File: src/include/modbus_log_regs.svh
// Constants for the serial slave access-log and error handling block
`ifndef MODBUS_LOG_REGS_SVH
`define MODBUS_LOG_REGS_SVH
`define FN_READ_HOLD     8'h03
`define FN_WRITE_MULTI   8'h10
`define FN_ACCESS_LOG    8'h46
`define EXC_FLAG         8'h80
`define EXC_NONE         8'h00
`define EXC_ILLEGAL_FN   8'h01
`define EXC_ILLEGAL_ADDR 8'h02
`define EXC_ILLEGAL_DATA 8'h03
`define BROADCAST_ADDR   8'h00
`define MIN_FRAME_LEN    9'd4
`define READ_QUERY_LEN   9'd8
`define LOG_QUERY_LEN    9'd4
`define WRITE_FIXED_LEN  9'd9
`define MAX_REG_COUNT    16'd125
`define RX_BUF_DEPTH     264
`define RX_BUF_LAST      9'd263
`define CRC_INIT         16'hffff
`define CRC_POLY         16'ha001
`define PARITY_NONE      2'd0
`define PARITY_ODD       2'd1
`define PARITY_EVEN      2'd2
`endif

File: src/include/modbus_log_pkg.sv
// Types and the shared CRC function of the serial slave block
package modbus_log_pkg;
	typedef struct packed {
		logic [7:0] data;
		logic       parity;
		logic [1:0] stop;
		logic       overrun;
	} rx_char_s;
	typedef struct packed {
		logic [1:0] parity_mode;
		logic       two_stop;
	} serial_fmt_s;
	typedef struct packed {
		logic        valid;
		logic        write;
		logic [15:0] addr;
		logic [15:0] wdata;
	} reg_req_s;
	typedef struct packed {
		logic        ok;
		logic        bad_value;
		logic [15:0] rdata;
	} reg_rsp_s;
	typedef enum logic [2:0] {ST_RX, ST_CHECK, ST_SCAN_REQ, ST_SCAN_RSP, ST_FINISH, ST_SEND} state_e;

	function automatic logic [15:0] crc16_byte(input logic [15:0] crc, input logic [7:0] b);
		logic [15:0] c;
		c = crc ^ {8'h00, b};
		for (int i = 0; i < 8; i++) begin
			c = c[0] ? ((c >> 1) ^ 16'ha001) : (c >> 1);
		end
		return c;
	endfunction
endpackage

File: src/verilog/modbus_slave_log.sv
// Serial slave: frame checks, exceptions, access log and error counter
`include "modbus_log_regs.svh"
module modbus_slave_log import modbus_log_pkg::*; (
	input  wire logic        REF_CLK,
	input  wire logic        RESET,
	input  wire logic [7:0]  SLAVE_ADDR,
	input  wire serial_fmt_s SERIAL_FORMAT_SETTING,
	input  wire logic        RX_VALID,
	input  wire rx_char_s    RX_CHAR,
	input  wire logic        FRAME_END,
	output reg_req_s         REG_REQ,
	input  wire reg_rsp_s    REG_RSP,
	output logic             TX_VALID,
	output logic [7:0]       TX_DATA,
	output logic             TX_LAST,
	input  wire logic        TX_READY,
	output logic [15:0]      COMM_ERROR_COUNTER,
	output logic             COMM_ERROR_ALARM_OUTPUT
);
	state_e      state_reg, state_next;
	logic [7:0]  rx_buf [`RX_BUF_DEPTH];
	logic        rx_we;
	logic [8:0]  rx_len_reg, rx_len_next;
	logic [15:0] rx_crc_reg, rx_crc_next;
	logic        rx_err_reg, rx_err_next;
	logic        bcast_reg, bcast_next;
	logic [7:0]  exc_reg, exc_next;
	logic [6:0]  idx_reg, idx_next;
	logic        any_ok_reg, any_ok_next;
	logic        bad_val_reg, bad_val_next;
	logic [15:0] first_reg, first_next;
	logic [15:0] ok_cnt_reg, ok_cnt_next;
	logic [15:0] log_start_reg, log_start_next;
	logic [15:0] log_count_reg, log_count_next;
	logic [7:0]  hdr_reg [6];
	logic [7:0]  hdr_next [6];
	logic [8:0]  hdr_len_reg, hdr_len_next;
	logic [8:0]  data_len_reg, data_len_next;
	logic [15:0] dbuf [`MAX_REG_COUNT];
	logic        d_we;
	logic [15:0] d_wdata;
	logic [8:0]  tx_idx_reg, tx_idx_next;
	logic [15:0] tx_crc_reg, tx_crc_next;
	logic        tx_valid_reg, tx_valid_next;
	logic [7:0]  tx_data_reg, tx_data_next;
	logic        tx_last_reg, tx_last_next;
	reg_req_s    req_reg, req_next;
	logic [15:0] err_cnt_reg, err_cnt_next;
	logic        alarm_reg, alarm_next;
	logic        err_event, frame_bad, char_bad, par_ok;
	logic [7:0]  fn;
	logic [15:0] q_start, q_cnt;
	logic [8:0]  body_len, nidx, off, wptr;
	logic [15:0] word;

	assign fn      = rx_buf[1];
	assign q_start = {rx_buf[2], rx_buf[3]};
	assign q_cnt   = {rx_buf[4], rx_buf[5]};

	// Per-character checks
	always_comb begin
		case (SERIAL_FORMAT_SETTING.parity_mode)
			`PARITY_ODD:  par_ok = ^{RX_CHAR.data, RX_CHAR.parity};
			`PARITY_EVEN: par_ok = ~^{RX_CHAR.data, RX_CHAR.parity};
			default:      par_ok = 1'b1;
		endcase
		char_bad = !par_ok
			|| !RX_CHAR.stop[0] || (SERIAL_FORMAT_SETTING.two_stop && !RX_CHAR.stop[1])
			|| RX_CHAR.overrun;
	end

	// Short frame, bad residue or flagged characters
	assign frame_bad = rx_err_reg || (rx_len_reg < `MIN_FRAME_LEN)
		|| (rx_crc_reg != 16'h0000);
	// Busy frames are counted when their end is seen outside reception
	assign err_event = (state_reg == ST_CHECK && frame_bad)
		|| (state_reg != ST_RX && state_reg != ST_CHECK && FRAME_END && rx_err_reg);

	always_comb begin
		state_next     = state_reg;
		rx_len_next    = rx_len_reg;
		rx_crc_next    = rx_crc_reg;
		rx_err_next    = rx_err_reg;
		bcast_next     = bcast_reg;
		exc_next       = exc_reg;
		idx_next       = idx_reg;
		any_ok_next    = any_ok_reg;
		bad_val_next   = bad_val_reg;
		first_next     = first_reg;
		ok_cnt_next    = ok_cnt_reg;
		log_start_next = log_start_reg;
		log_count_next = log_count_reg;
		hdr_next       = hdr_reg;
		hdr_len_next   = hdr_len_reg;
		data_len_next  = data_len_reg;
		tx_idx_next    = tx_idx_reg;
		tx_crc_next    = tx_crc_reg;
		tx_valid_next  = tx_valid_reg;
		tx_data_next   = tx_data_reg;
		tx_last_next   = tx_last_reg;
		req_next       = req_reg;
		rx_we          = 1'b0;
		d_we           = 1'b0;
		d_wdata        = 16'h0000;
		body_len       = hdr_len_reg + data_len_reg;
		nidx           = tx_idx_reg + 9'd1;
		off            = nidx - hdr_len_reg;
		word           = dbuf[off[7:1]];
		wptr           = {1'b0, idx_reg, 1'b0} + 9'd7;
		err_cnt_next   = err_cnt_reg + {15'h0000, err_event};
		alarm_next     = alarm_reg | err_event;
		// Characters arriving while busy spoil the frame they belong to
		if (state_reg != ST_RX && RX_VALID)
			rx_err_next = 1'b1;
		if (state_reg != ST_RX && state_reg != ST_CHECK && FRAME_END)
			rx_err_next = RX_VALID;
		case (state_reg)
			ST_RX: begin
				if (RX_VALID) begin
					rx_we = (rx_len_reg != `RX_BUF_LAST);
					rx_len_next = rx_we ? rx_len_reg + 9'd1 : rx_len_reg;
					rx_crc_next = crc16_byte(rx_crc_reg, RX_CHAR.data);
					rx_err_next = rx_err_reg | char_bad | !rx_we;
				end
				if (FRAME_END && (rx_len_reg != 9'd0 || RX_VALID))
					state_next = ST_CHECK;
			end
			ST_CHECK: begin
				rx_len_next  = 9'd0;
				rx_crc_next  = `CRC_INIT;
				rx_err_next  = RX_VALID;
				bcast_next   = (rx_buf[0] == `BROADCAST_ADDR);
				exc_next     = `EXC_NONE;
				idx_next     = 7'd0;
				any_ok_next  = 1'b0;
				bad_val_next = 1'b0;
				ok_cnt_next  = 16'h0000;
				// Dropped frames return straight to reception, no reply
				state_next   = ST_RX;
				if (!frame_bad) begin
					alarm_next = 1'b0;
					if (bcast_next || rx_buf[0] == SLAVE_ADDR) begin
						state_next = ST_FINISH;
						case (fn)
							`FN_READ_HOLD: begin
								if (rx_len_reg != `READ_QUERY_LEN || q_cnt == 16'h0000
									|| q_cnt > `MAX_REG_COUNT)
									exc_next = `EXC_ILLEGAL_DATA;
								else
									state_next = ST_SCAN_REQ;
							end
							`FN_WRITE_MULTI: begin
								if (q_cnt == 16'h0000 || q_cnt > `MAX_REG_COUNT
									|| {1'b0, rx_buf[6]} != {q_cnt[7:0], 1'b0}
									|| rx_len_reg != `WRITE_FIXED_LEN + {1'b0, rx_buf[6]})
									exc_next = `EXC_ILLEGAL_DATA;
								else
									state_next = ST_SCAN_REQ;
							end
							`FN_ACCESS_LOG: begin
								if (rx_len_reg != `LOG_QUERY_LEN)
									exc_next = `EXC_ILLEGAL_DATA;
							end
							default: exc_next = `EXC_ILLEGAL_FN;
						endcase
					end
				end
			end
			ST_SCAN_REQ: begin
				req_next.valid = 1'b1;
				req_next.write = (fn == `FN_WRITE_MULTI);
				req_next.addr  = q_start + {9'h000, idx_reg};
				req_next.wdata = {rx_buf[wptr], rx_buf[wptr + 9'd1]};
				state_next     = ST_SCAN_RSP;
			end
			ST_SCAN_RSP: begin
				req_next.valid = 1'b0;
				if (REG_RSP.ok) begin
					if (!any_ok_reg)
						first_next = req_reg.addr;
					any_ok_next = 1'b1;
					ok_cnt_next = ok_cnt_reg + 16'h0001;
					if (req_reg.write && REG_RSP.bad_value)
						bad_val_next = 1'b1;
				end
				d_we     = !req_reg.write;
				d_wdata  = REG_RSP.ok ? REG_RSP.rdata : 16'h0000;
				idx_next = idx_reg + 7'd1;
				if ({9'h000, idx_next} == q_cnt) begin
					state_next = ST_FINISH;
					if (!any_ok_next)
						exc_next = `EXC_ILLEGAL_ADDR;
					else if (bad_val_next)
						exc_next = `EXC_ILLEGAL_DATA;
				end else begin
					state_next = ST_SCAN_REQ;
				end
			end
			ST_FINISH: begin
				hdr_next[0]   = rx_buf[0];
				hdr_next[1]   = fn;
				data_len_next = 9'd0;
				hdr_len_next  = 9'd6;
				if (exc_reg != `EXC_NONE) begin
					hdr_next[1]  = fn | `EXC_FLAG;
					hdr_next[2]  = exc_reg;
					hdr_len_next = 9'd3;
				end else if (fn == `FN_READ_HOLD) begin
					hdr_next[2]    = {q_cnt[6:0], 1'b0};
					hdr_len_next   = 9'd3;
					data_len_next  = {q_cnt[7:0], 1'b0};
					log_start_next = first_reg;
					log_count_next = ok_cnt_reg;
				end else if (fn == `FN_WRITE_MULTI) begin
					hdr_next[2]    = rx_buf[2];
					hdr_next[3]    = rx_buf[3];
					hdr_next[4]    = rx_buf[4];
					hdr_next[5]    = rx_buf[5];
					log_start_next = first_reg;
					log_count_next = ok_cnt_reg;
				end else begin
					hdr_next[2]    = log_start_reg[15:8];
					hdr_next[3]    = log_start_reg[7:0];
					hdr_next[4]    = log_count_reg[15:8];
					hdr_next[5]    = log_count_reg[7:0];
					log_start_next = 16'h0000;
					log_count_next = 16'h0000;
				end
				if (bcast_reg) begin
					state_next = ST_RX;
				end else begin
					state_next    = ST_SEND;
					tx_idx_next   = 9'd0;
					tx_crc_next   = `CRC_INIT;
					tx_valid_next = 1'b1;
					tx_data_next  = rx_buf[0];
					tx_last_next  = 1'b0;
				end
			end
			ST_SEND: begin
				if (tx_valid_reg && TX_READY) begin
					if (tx_last_reg) begin
						tx_valid_next = 1'b0;
						tx_last_next  = 1'b0;
						state_next    = ST_RX;
					end else begin
						if (tx_idx_reg < body_len)
							tx_crc_next = crc16_byte(tx_crc_reg, tx_data_reg);
						tx_idx_next  = nidx;
						tx_last_next = (nidx == body_len + 9'd1);
						if (nidx < hdr_len_reg)
							tx_data_next = hdr_reg[nidx[2:0]];
						else if (nidx < body_len)
							tx_data_next = off[0] ? word[7:0] : word[15:8];
						else if (nidx == body_len)
							tx_data_next = tx_crc_next[7:0];
						else
							tx_data_next = tx_crc_reg[15:8];
					end
				end
			end
			default: state_next = ST_RX;
		endcase
	end

	always_ff @(posedge REF_CLK or posedge RESET) begin
		if (RESET) begin
			state_reg     <= ST_RX;
			rx_len_reg    <= 9'd0;
			rx_crc_reg    <= `CRC_INIT;
			rx_err_reg    <= 1'b0;
			bcast_reg     <= 1'b0;
			exc_reg       <= `EXC_NONE;
			idx_reg       <= 7'd0;
			any_ok_reg    <= 1'b0;
			bad_val_reg   <= 1'b0;
			first_reg     <= 16'h0000;
			ok_cnt_reg    <= 16'h0000;
			log_start_reg <= 16'h0000;
			log_count_reg <= 16'h0000;
			for (int i = 0; i < 6; i++) begin
				hdr_reg[i] <= 8'h00;
			end
			hdr_len_reg   <= 9'd0;
			data_len_reg  <= 9'd0;
			tx_idx_reg    <= 9'd0;
			tx_crc_reg    <= `CRC_INIT;
			tx_valid_reg  <= 1'b0;
			tx_data_reg   <= 8'h00;
			tx_last_reg   <= 1'b0;
			req_reg       <= '0;
			err_cnt_reg   <= 16'h0000;
			alarm_reg     <= 1'b0;
		end else begin
			state_reg     <= state_next;
			rx_len_reg    <= rx_len_next;
			rx_crc_reg    <= rx_crc_next;
			rx_err_reg    <= rx_err_next;
			bcast_reg     <= bcast_next;
			exc_reg       <= exc_next;
			idx_reg       <= idx_next;
			any_ok_reg    <= any_ok_next;
			bad_val_reg   <= bad_val_next;
			first_reg     <= first_next;
			ok_cnt_reg    <= ok_cnt_next;
			log_start_reg <= log_start_next;
			log_count_reg <= log_count_next;
			hdr_reg       <= hdr_next;
			hdr_len_reg   <= hdr_len_next;
			data_len_reg  <= data_len_next;
			tx_idx_reg    <= tx_idx_next;
			tx_crc_reg    <= tx_crc_next;
			tx_valid_reg  <= tx_valid_next;
			tx_data_reg   <= tx_data_next;
			tx_last_reg   <= tx_last_next;
			req_reg       <= req_next;
			err_cnt_reg   <= err_cnt_next;
			alarm_reg     <= alarm_next;
		end
	end

	// Frame and read-data memories
	always_ff @(posedge REF_CLK) begin
		if (rx_we)
			rx_buf[rx_len_reg] <= RX_CHAR.data;
		if (d_we)
			dbuf[idx_reg] <= d_wdata;
	end

	assign REG_REQ                 = req_reg;
	assign TX_VALID                = tx_valid_reg;
	assign TX_DATA                 = tx_data_reg;
	assign TX_LAST                 = tx_last_reg;
	assign COMM_ERROR_COUNTER      = err_cnt_reg;
	assign COMM_ERROR_ALARM_OUTPUT = alarm_reg;
endmodule // modbus_slave_log

File: config.mk
export PLATFORM = sky130hd
export DESIGN_NAME = modbus_slave_log
export DESIGN_NICKNAME = d
export VERILOG_FILES = /design/src/include/modbus_log_pkg.sv /design/src/verilog/modbus_slave_log.sv
export VERILOG_INCLUDE_DIRS = /design/src /design/src/include
export SDC_FILE = /design/constraint.sdc
export NUM_CORES = 2
export LEC_CHECK = 0
export ABC_AREA = 0
export BUFFER_PORTS_ARGS = -buffer_cell sky130_fd_sc_hd__clkbuf_2
export CAP_MARGIN = 20
export CELL_PAD_IN_SITES_DETAIL_PLACEMENT = 0
export CELL_PAD_IN_SITES_GLOBAL_PLACEMENT = 2
export CORE_MARGIN = 3
export CORE_UTILIZATION = 54
export CTS_CLUSTER_DIAMETER = 200
export CTS_CLUSTER_SIZE = 24
export DETAILED_ROUTE_END_ITERATION = 6
export PLACE_DENSITY = 0.89
export SLEW_MARGIN = 25
export SYNTH_ARGS = -nofsm -noshare
export SYNTH_HDL_FRONTEND = slang
export SYNTH_MEMORY_MAX_BITS = 65536
export SYNTH_SLANG_ARGS = --single-unit
File: constraint.sdc
create_clock -name REF_CLK -period 26.6 [get_ports REF_CLK]
set_input_delay 7.98 -clock REF_CLK [delete_from_list [all_inputs] [get_ports REF_CLK]]
set_output_delay 7.98 -clock REF_CLK [all_outputs]
set_load 0.05 [all_outputs]
== Word-level counts from Yosys, hierarchy flattened ==
Memories as Yosys holds them, arrays and structs flattened. A register that Yosys moved wholly into a read port is not among the register bits.
Cells that the tools add are included.

* Output and inout port bits: 61
* Bits in registers: 241
* Bits of input ports: 46
* Logic and storage cells: 269
* Bits in writable memories: 4112
* Memories kept: 2

* Bitwise logic cells: 25
* Reductions and logical operators: 52
* Mux-type cells: 109
* Add/subtract/negate cells: 12
* Magnitude comparators: 6
* Eq/ne operators: 31

{| class="wikitable"
|+ Memory list
! memory !! depth !! width !! rd ports !! clocked after memory_dff !! write ports !! RTL line !! source
|-
| rx_buf || 264 || 8 || 9 || 2 || 1 || modbus_slave_log.sv:21 || <nowiki>logic [7:0] rx_buf [`RX_BUF_DEPTH];</nowiki>
|-
| dbuf || 125 || 16 || 1 || 0 || 1 || modbus_slave_log.sv:39 || <nowiki>logic [15:0] dbuf [`MAX_REG_COUNT];</nowiki>
|}

{| class="wikitable"
|+ Operator list
! cell !! count
|-
| two-way mux 16 bit || 28
|-
| two-way mux 8 bit || 17
|-
| one-hot mux 16 bit (2 select lines) || 3
|-
| two-way mux 9 bit || 7
|-
| NOT 2 -> 3 bit || 16
|-
| adder 9 x 1 -> 9 bit (second input constant) || 4
|-
| one-hot mux 9 bit (2 select lines) || 2
|-
| two-way mux 3 bit || 11
|-
| two-way mux 32 bit || 1
|-
| one-hot mux 8 bit (2 select lines) || 2
|-
| bitwise XOR 16 x 8 -> 16 bit || 2
|-
| binary-select mux 8 bit (select 3 bit) || 1
|-
| one-hot mux 8 bit (3 select lines) || 1
|-
| two-way mux 1 bit || 23
|-
| inequality test 2 bit (second input constant) || 10
|-
| == test 9 bit || 2
|-
| < comparator 9 bit || 2
|-
| one-hot mux 3 bit (6 select lines) || 1
|-
| AND reduction 3 bit || 6
|-
| adder 16 x 1 -> 16 bit || 1
|-
| adder 16 x 1 -> 16 bit (second input constant) || 1
|-
| adder 16 x 7 -> 16 bit || 1
|-
| == test 7 x 16 -> 1 bit || 1
|-
| greater-than comparator 16 x 7 -> 1 bit (second input constant) || 1
|-
| other kinds (47) || 91
|}

== Depth between registers and ports, before layout ==
* Depth after elaboration: 24
* Gate-level depth with buffers: 21
* Depth with buffers taken out: 16

== Worst setup path after synthesis ==
Ideal clock, no wire load.

* Path type: input -> register
* From: input REG_RSP[17] (netlist bit)
* To: memory dbuf[0][0], data pin
* Arrival time: 10.085 ns
* Library setup time: 0.527 ns
* Cell stages on the path: 3
* Path buffers: 1
* Setup slack: 15.988 ns
* Required time: 26.073 ns
* Path through: and3_1 > clkbuf_1 > and2_1

* Cells in the longest elaborated chain, start to end: 2

{| class="wikitable"
|+ Ends and longest elaborated chain
! element !! RTL line !! source
|-
| start: declaration || modbus_slave_log.sv:12 || <nowiki>input wire reg_rsp_s REG_RSP,</nowiki>
|-
| two-way mux 16 bit || modbus_slave_log.sv:187 || <nowiki>d_wdata = REG_RSP.ok ? REG_RSP.rdata : 16'h0000;</nowiki>
|-
| two-way mux 16 bit || modbus_slave_log.sv:117 || <nowiki>case (state_reg)</nowiki>
|-
| net d_wdata[0] || modbus_slave_log.sv:41 || <nowiki>logic [15:0] d_wdata;</nowiki>
|-
| end: declaration || modbus_slave_log.sv:39 ||
|}

The timed path passes the listed nets, and every way through them passes these cells.

== Final worst setup path ==
* From: input RX_VALID
* To: memory rx_buf[73][0], enable pin

* Cells in the longest elaborated chain, start to end: 4

{| class="wikitable"
|+ Ends and longest elaborated chain
! element !! RTL line !! source
|-
| start: declaration || modbus_slave_log.sv:8 || <nowiki>input wire logic RX_VALID,</nowiki>
|-
| two-way mux 1 bit || modbus_slave_log.sv:119 || <nowiki>if (RX_VALID) begin</nowiki>
|-
| two-way mux 1 bit || modbus_slave_log.sv:117 ||
|-
| two-way mux 1 bit || modbus_slave_log.sv:324 || <nowiki>if (rx_we)</nowiki>
|-
| two-way mux 1 bit (not written as such) || modbus_slave_log.sv:325 || <nowiki>rx_buf[rx_len_reg] <= RX_CHAR.data;</nowiki>
|-
| end: declaration || modbus_slave_log.sv:21 ||
|}

No other way between the ends.

==> out/results.ini <==
[critical_path]
worst-path-max-fanout=16
worst-setup-path-type=in -> reg
crit_path_end_kind=flip-flop
setup.reg_to_reg.worst_slack_ns=18.06
timing.critical_path.required_ns=27.13
cp-start-kind=primary input
worst_ep_arrival_time_ns=10.92

[die]
count_of_boundary_i_o_pins=107
fp.dieArea_sq_um=328000
floorplan.core_area_sq_um=319000
floorplan.initialDensity_pct=54.4
row_count=207
die-height_um=573
die_w_um=573

[logic_synthesis]
synth_enable_flop_cells=4112
yosys-top-cells-area=sky130_fd_sc_hd__edfxtp_1, sky130_fd_sc_hd__mux4_2, sky130_fd_sc_hd__dfrtp_1, sky130_fd_sc_hd__nand2_1, sky130_fd_sc_hd__nor2_1
synth_common_cells=sky130_fd_sc_hd__edfxtp_1, sky130_fd_sc_hd__mux4_2, sky130_fd_sc_hd__nand2_1, sky130_fd_sc_hd__nor2_1, sky130_fd_sc_hd__clkbuf_1
postSynthCellCount=9038
synth-seq-cells=4362
syn-mean-instance-area_sq_um=19.2
ys_warnings=0
post-synth-top-area-fraction_pct=71.2
yosysMostFrequentCell=sky130_fd_sc_hd__edfxtp_1
synth_seq_area_share_pct=74.8
most_area_hungry_cell_type_in_the_yosys_netlist=sky130_fd_sc_hd__edfxtp_1
synthesis.area_sq_um=174000
ys_async_sr_fraction_pct=5.73
synth_cell_types=83
synth_flop_cell=sky130_fd_sc_hd__edfxtp_1

[hold_path]
worstHoldPathType=reg -> reg

[finish]
fin_util_pct=58.3
multi_input_comb_area_sq_um=41800
ff_latch_area_sq_um=130000
number_of_flip_flops_in_the_largest_register=2112
post_layout_nonfiller_instances=13493
layout.filler_cells=22755
area_growth_pct=7.07
layout.nets=9246
drive_above_1_share_pct=20.4

[grt]
grt_use_total_pct=27.7
globalRoute.totalOverflow=0
grt_max_degree=151
first_global_vias=87662
grt_antenna_before_repair=17
global_route_wire_length_before_repair_mm=659

[sta]
grt_setup_unrepaired=no
hold_violations=0
worst_pin_slew_ns=1.14
tns_ns=0
post-route-period-util_pct=39.1
slew_violations=0
report.final.setup_viol=0
finClkSkew_ns=0.0609
max-slew-margin-rel_pct=24.0
final_period_minus_worst_setup_slack_ns=10.39
fmax_mhz=96.3

[job]
max_cap_viol_count=0

[clock_tree]
cts-htree-levels=4
clkLatencyLatePin_ns=0.93
tritoncts_num_sinks=4362
ctsRootBufferMaster=sky130_fd_sc_hd__clkbuf_16
cts_post_setup_buffers_inserted=0
clock_tree_from_tritoncts=yes
cts.repair.resized=0
cts-root-to-sink-buffers=4
post_cts_hold_buffer_count=0
clk_transition_reported_paths_ns=0.09
cts_buffers=204

[route]
wl_mm=458
ant_nets=0
drt-vias-per-instance=6.67
first_pass_iters=6
detailedRoute.firstIterationViolations=13298
drt_drc_violations_left=0
wl_per_cell_um=34.0
routed-via-count=90065

[pwr]
power_density_of_the_placed_cells_nw_per_um2=60.6
finalPower_mw=11.3
cellLeakagePower_nw=61.7
ir_drop_uv=79.2

[status]
outcome=completed

[placed_design]
placed_cells=13229
place.port_buffers=106
gp_congestion=0.893
detailed_place_hpwl_mm=284

[cell families after synthesis]
family / share of synthesized area [%]
multiplexers: 15.3
other: 0.00216
buffers and inverters: 1.39
flip-flops: 74.8
adder cells (fa/ha/maj): 0.345
XOR/XNOR: 0.877
AND/OR/NAND/NOR: 4.65
AO/OA/AOI/OAI: 2.67
[area by class of cell]
type                       instances  area share (%)
sequential                      4362            69.9
multi-input combinational       4112            22.5
tap                             4284            2.89
clock buffer                     249            2.88
timing repair buffer             430            1.72
inverter                          44          0.0929
clock inverter                     7          0.0532
antenna                            5         0.00673
[worst max-delay path, cell delays in order]
cell                       delay (ns)
sky130_fd_sc_hd__clkbuf_2        0.12
sky130_fd_sc_hd__nand3_1         0.08
sky130_fd_sc_hd__buf_4           0.23
sky130_fd_sc_hd__nor3b_1         0.86
sky130_fd_sc_hd__nand2_2         0.79
sky130_fd_sc_hd__nor2_1          0.81
[final timing paths]
check,start,endpoint,cells after the start
worst min-delay path,hdr_reg[24]$_DFFE_PP0N_,hdr_reg[24]$_DFFE_PP0N_,2
min in group asynchronous,RESET,ok_cnt_reg[1]$_DFFE_PP0P_,2
max in group asynchronous,RESET,COMM_ERROR_COUNTER[2]$_DFF_PP0_,3
worst min register to register,hdr_reg[24]$_DFFE_PP0N_,hdr_reg[24]$_DFFE_PP0N_,2
worst max-delay path,RX_VALID,rx_buf[73][0]$_DFFE_PP_,6
worst max register to register,tx_idx_reg[1]$_DFFE_PP0P_,TX_DATA[2]$_DFFE_PP0P_,21
[routing by layer]
layer	up-vias	wire length, um	GRT usage (%)
li1	36403	-	-
met1	47248	172000	38.8
met2	5556	222000	44.5
met3	850	43200	4.15
met4	8	21400	10.7
met5	-	42	0
[stage by stage]
stage / hold slack, ns / cell area [sq um] / setup slack [ns]
final: 0.486 / 186000 / 16.21
after global routing: 0.515 / 186000 / 16.14
after CTS: 0.487 / 186000 / 16.27
after detailed placement: 0.464 / 180000 / 15.31
after global placement: 0.454 / 180000 / 15.19
after floorplan: 0.434 / 174000 / 11.80
[power by group]
part	internal [mW]	switching (mW)	total, mW
clock	1.43	2.02	3.45
combinational	0.0712	0.214	0.285
sequential	7.48	0.0413	7.52
[placed cells by master (no fill, tap or decap), types with 32 or more instances in the layout]
master | netlist | final
sky130_fd_sc_hd__nand4_1 | 43 | 43
sky130_fd_sc_hd__mux2i_1 | 181 | 181
sky130_fd_sc_hd__dfstp_2 | 32 | 32
sky130_fd_sc_hd__inv_1 | 42 | 41
sky130_fd_sc_hd__xor2_1 | 50 | 46
sky130_fd_sc_hd__ha_1 | 43 | 42
sky130_fd_sc_hd__nand2_1 | 831 | 810
sky130_fd_sc_hd__xnor2_1 | 113 | 102
sky130_fd_sc_hd__a31oi_1 | 64 | 63
sky130_fd_sc_hd__a211oi_1 | 42 | 41
sky130_fd_sc_hd__nand3_1 | 205 | 204
sky130_fd_sc_hd__mux4_2 | 1086 | 1086
sky130_fd_sc_hd__clkbuf_1 | 274 | 41
sky130_fd_sc_hd__edfxtp_1 | 4112 | 4112
sky130_fd_sc_hd__dfrtp_1 | 218 | 216
sky130_fd_sc_hd__buf_4 | 18 | 306
sky130_fd_sc_hd__and3_1 | 40 | 40
sky130_fd_sc_hd__a32oi_1 | 34 | 34
sky130_fd_sc_hd__nor2_1 | 588 | 575
sky130_fd_sc_hd__clkbuf_2 | 0 | 98
sky130_fd_sc_hd__nor3_1 | 44 | 43
sky130_fd_sc_hd__nor2b_1 | 32 | 32
sky130_fd_sc_hd__clkbuf_16 | 0 | 208
sky130_fd_sc_hd__a21oi_1 | 160 | 160
sky130_fd_sc_hd__o21ai_0 | 167 | 164
(Power assumes the default switching activity.)
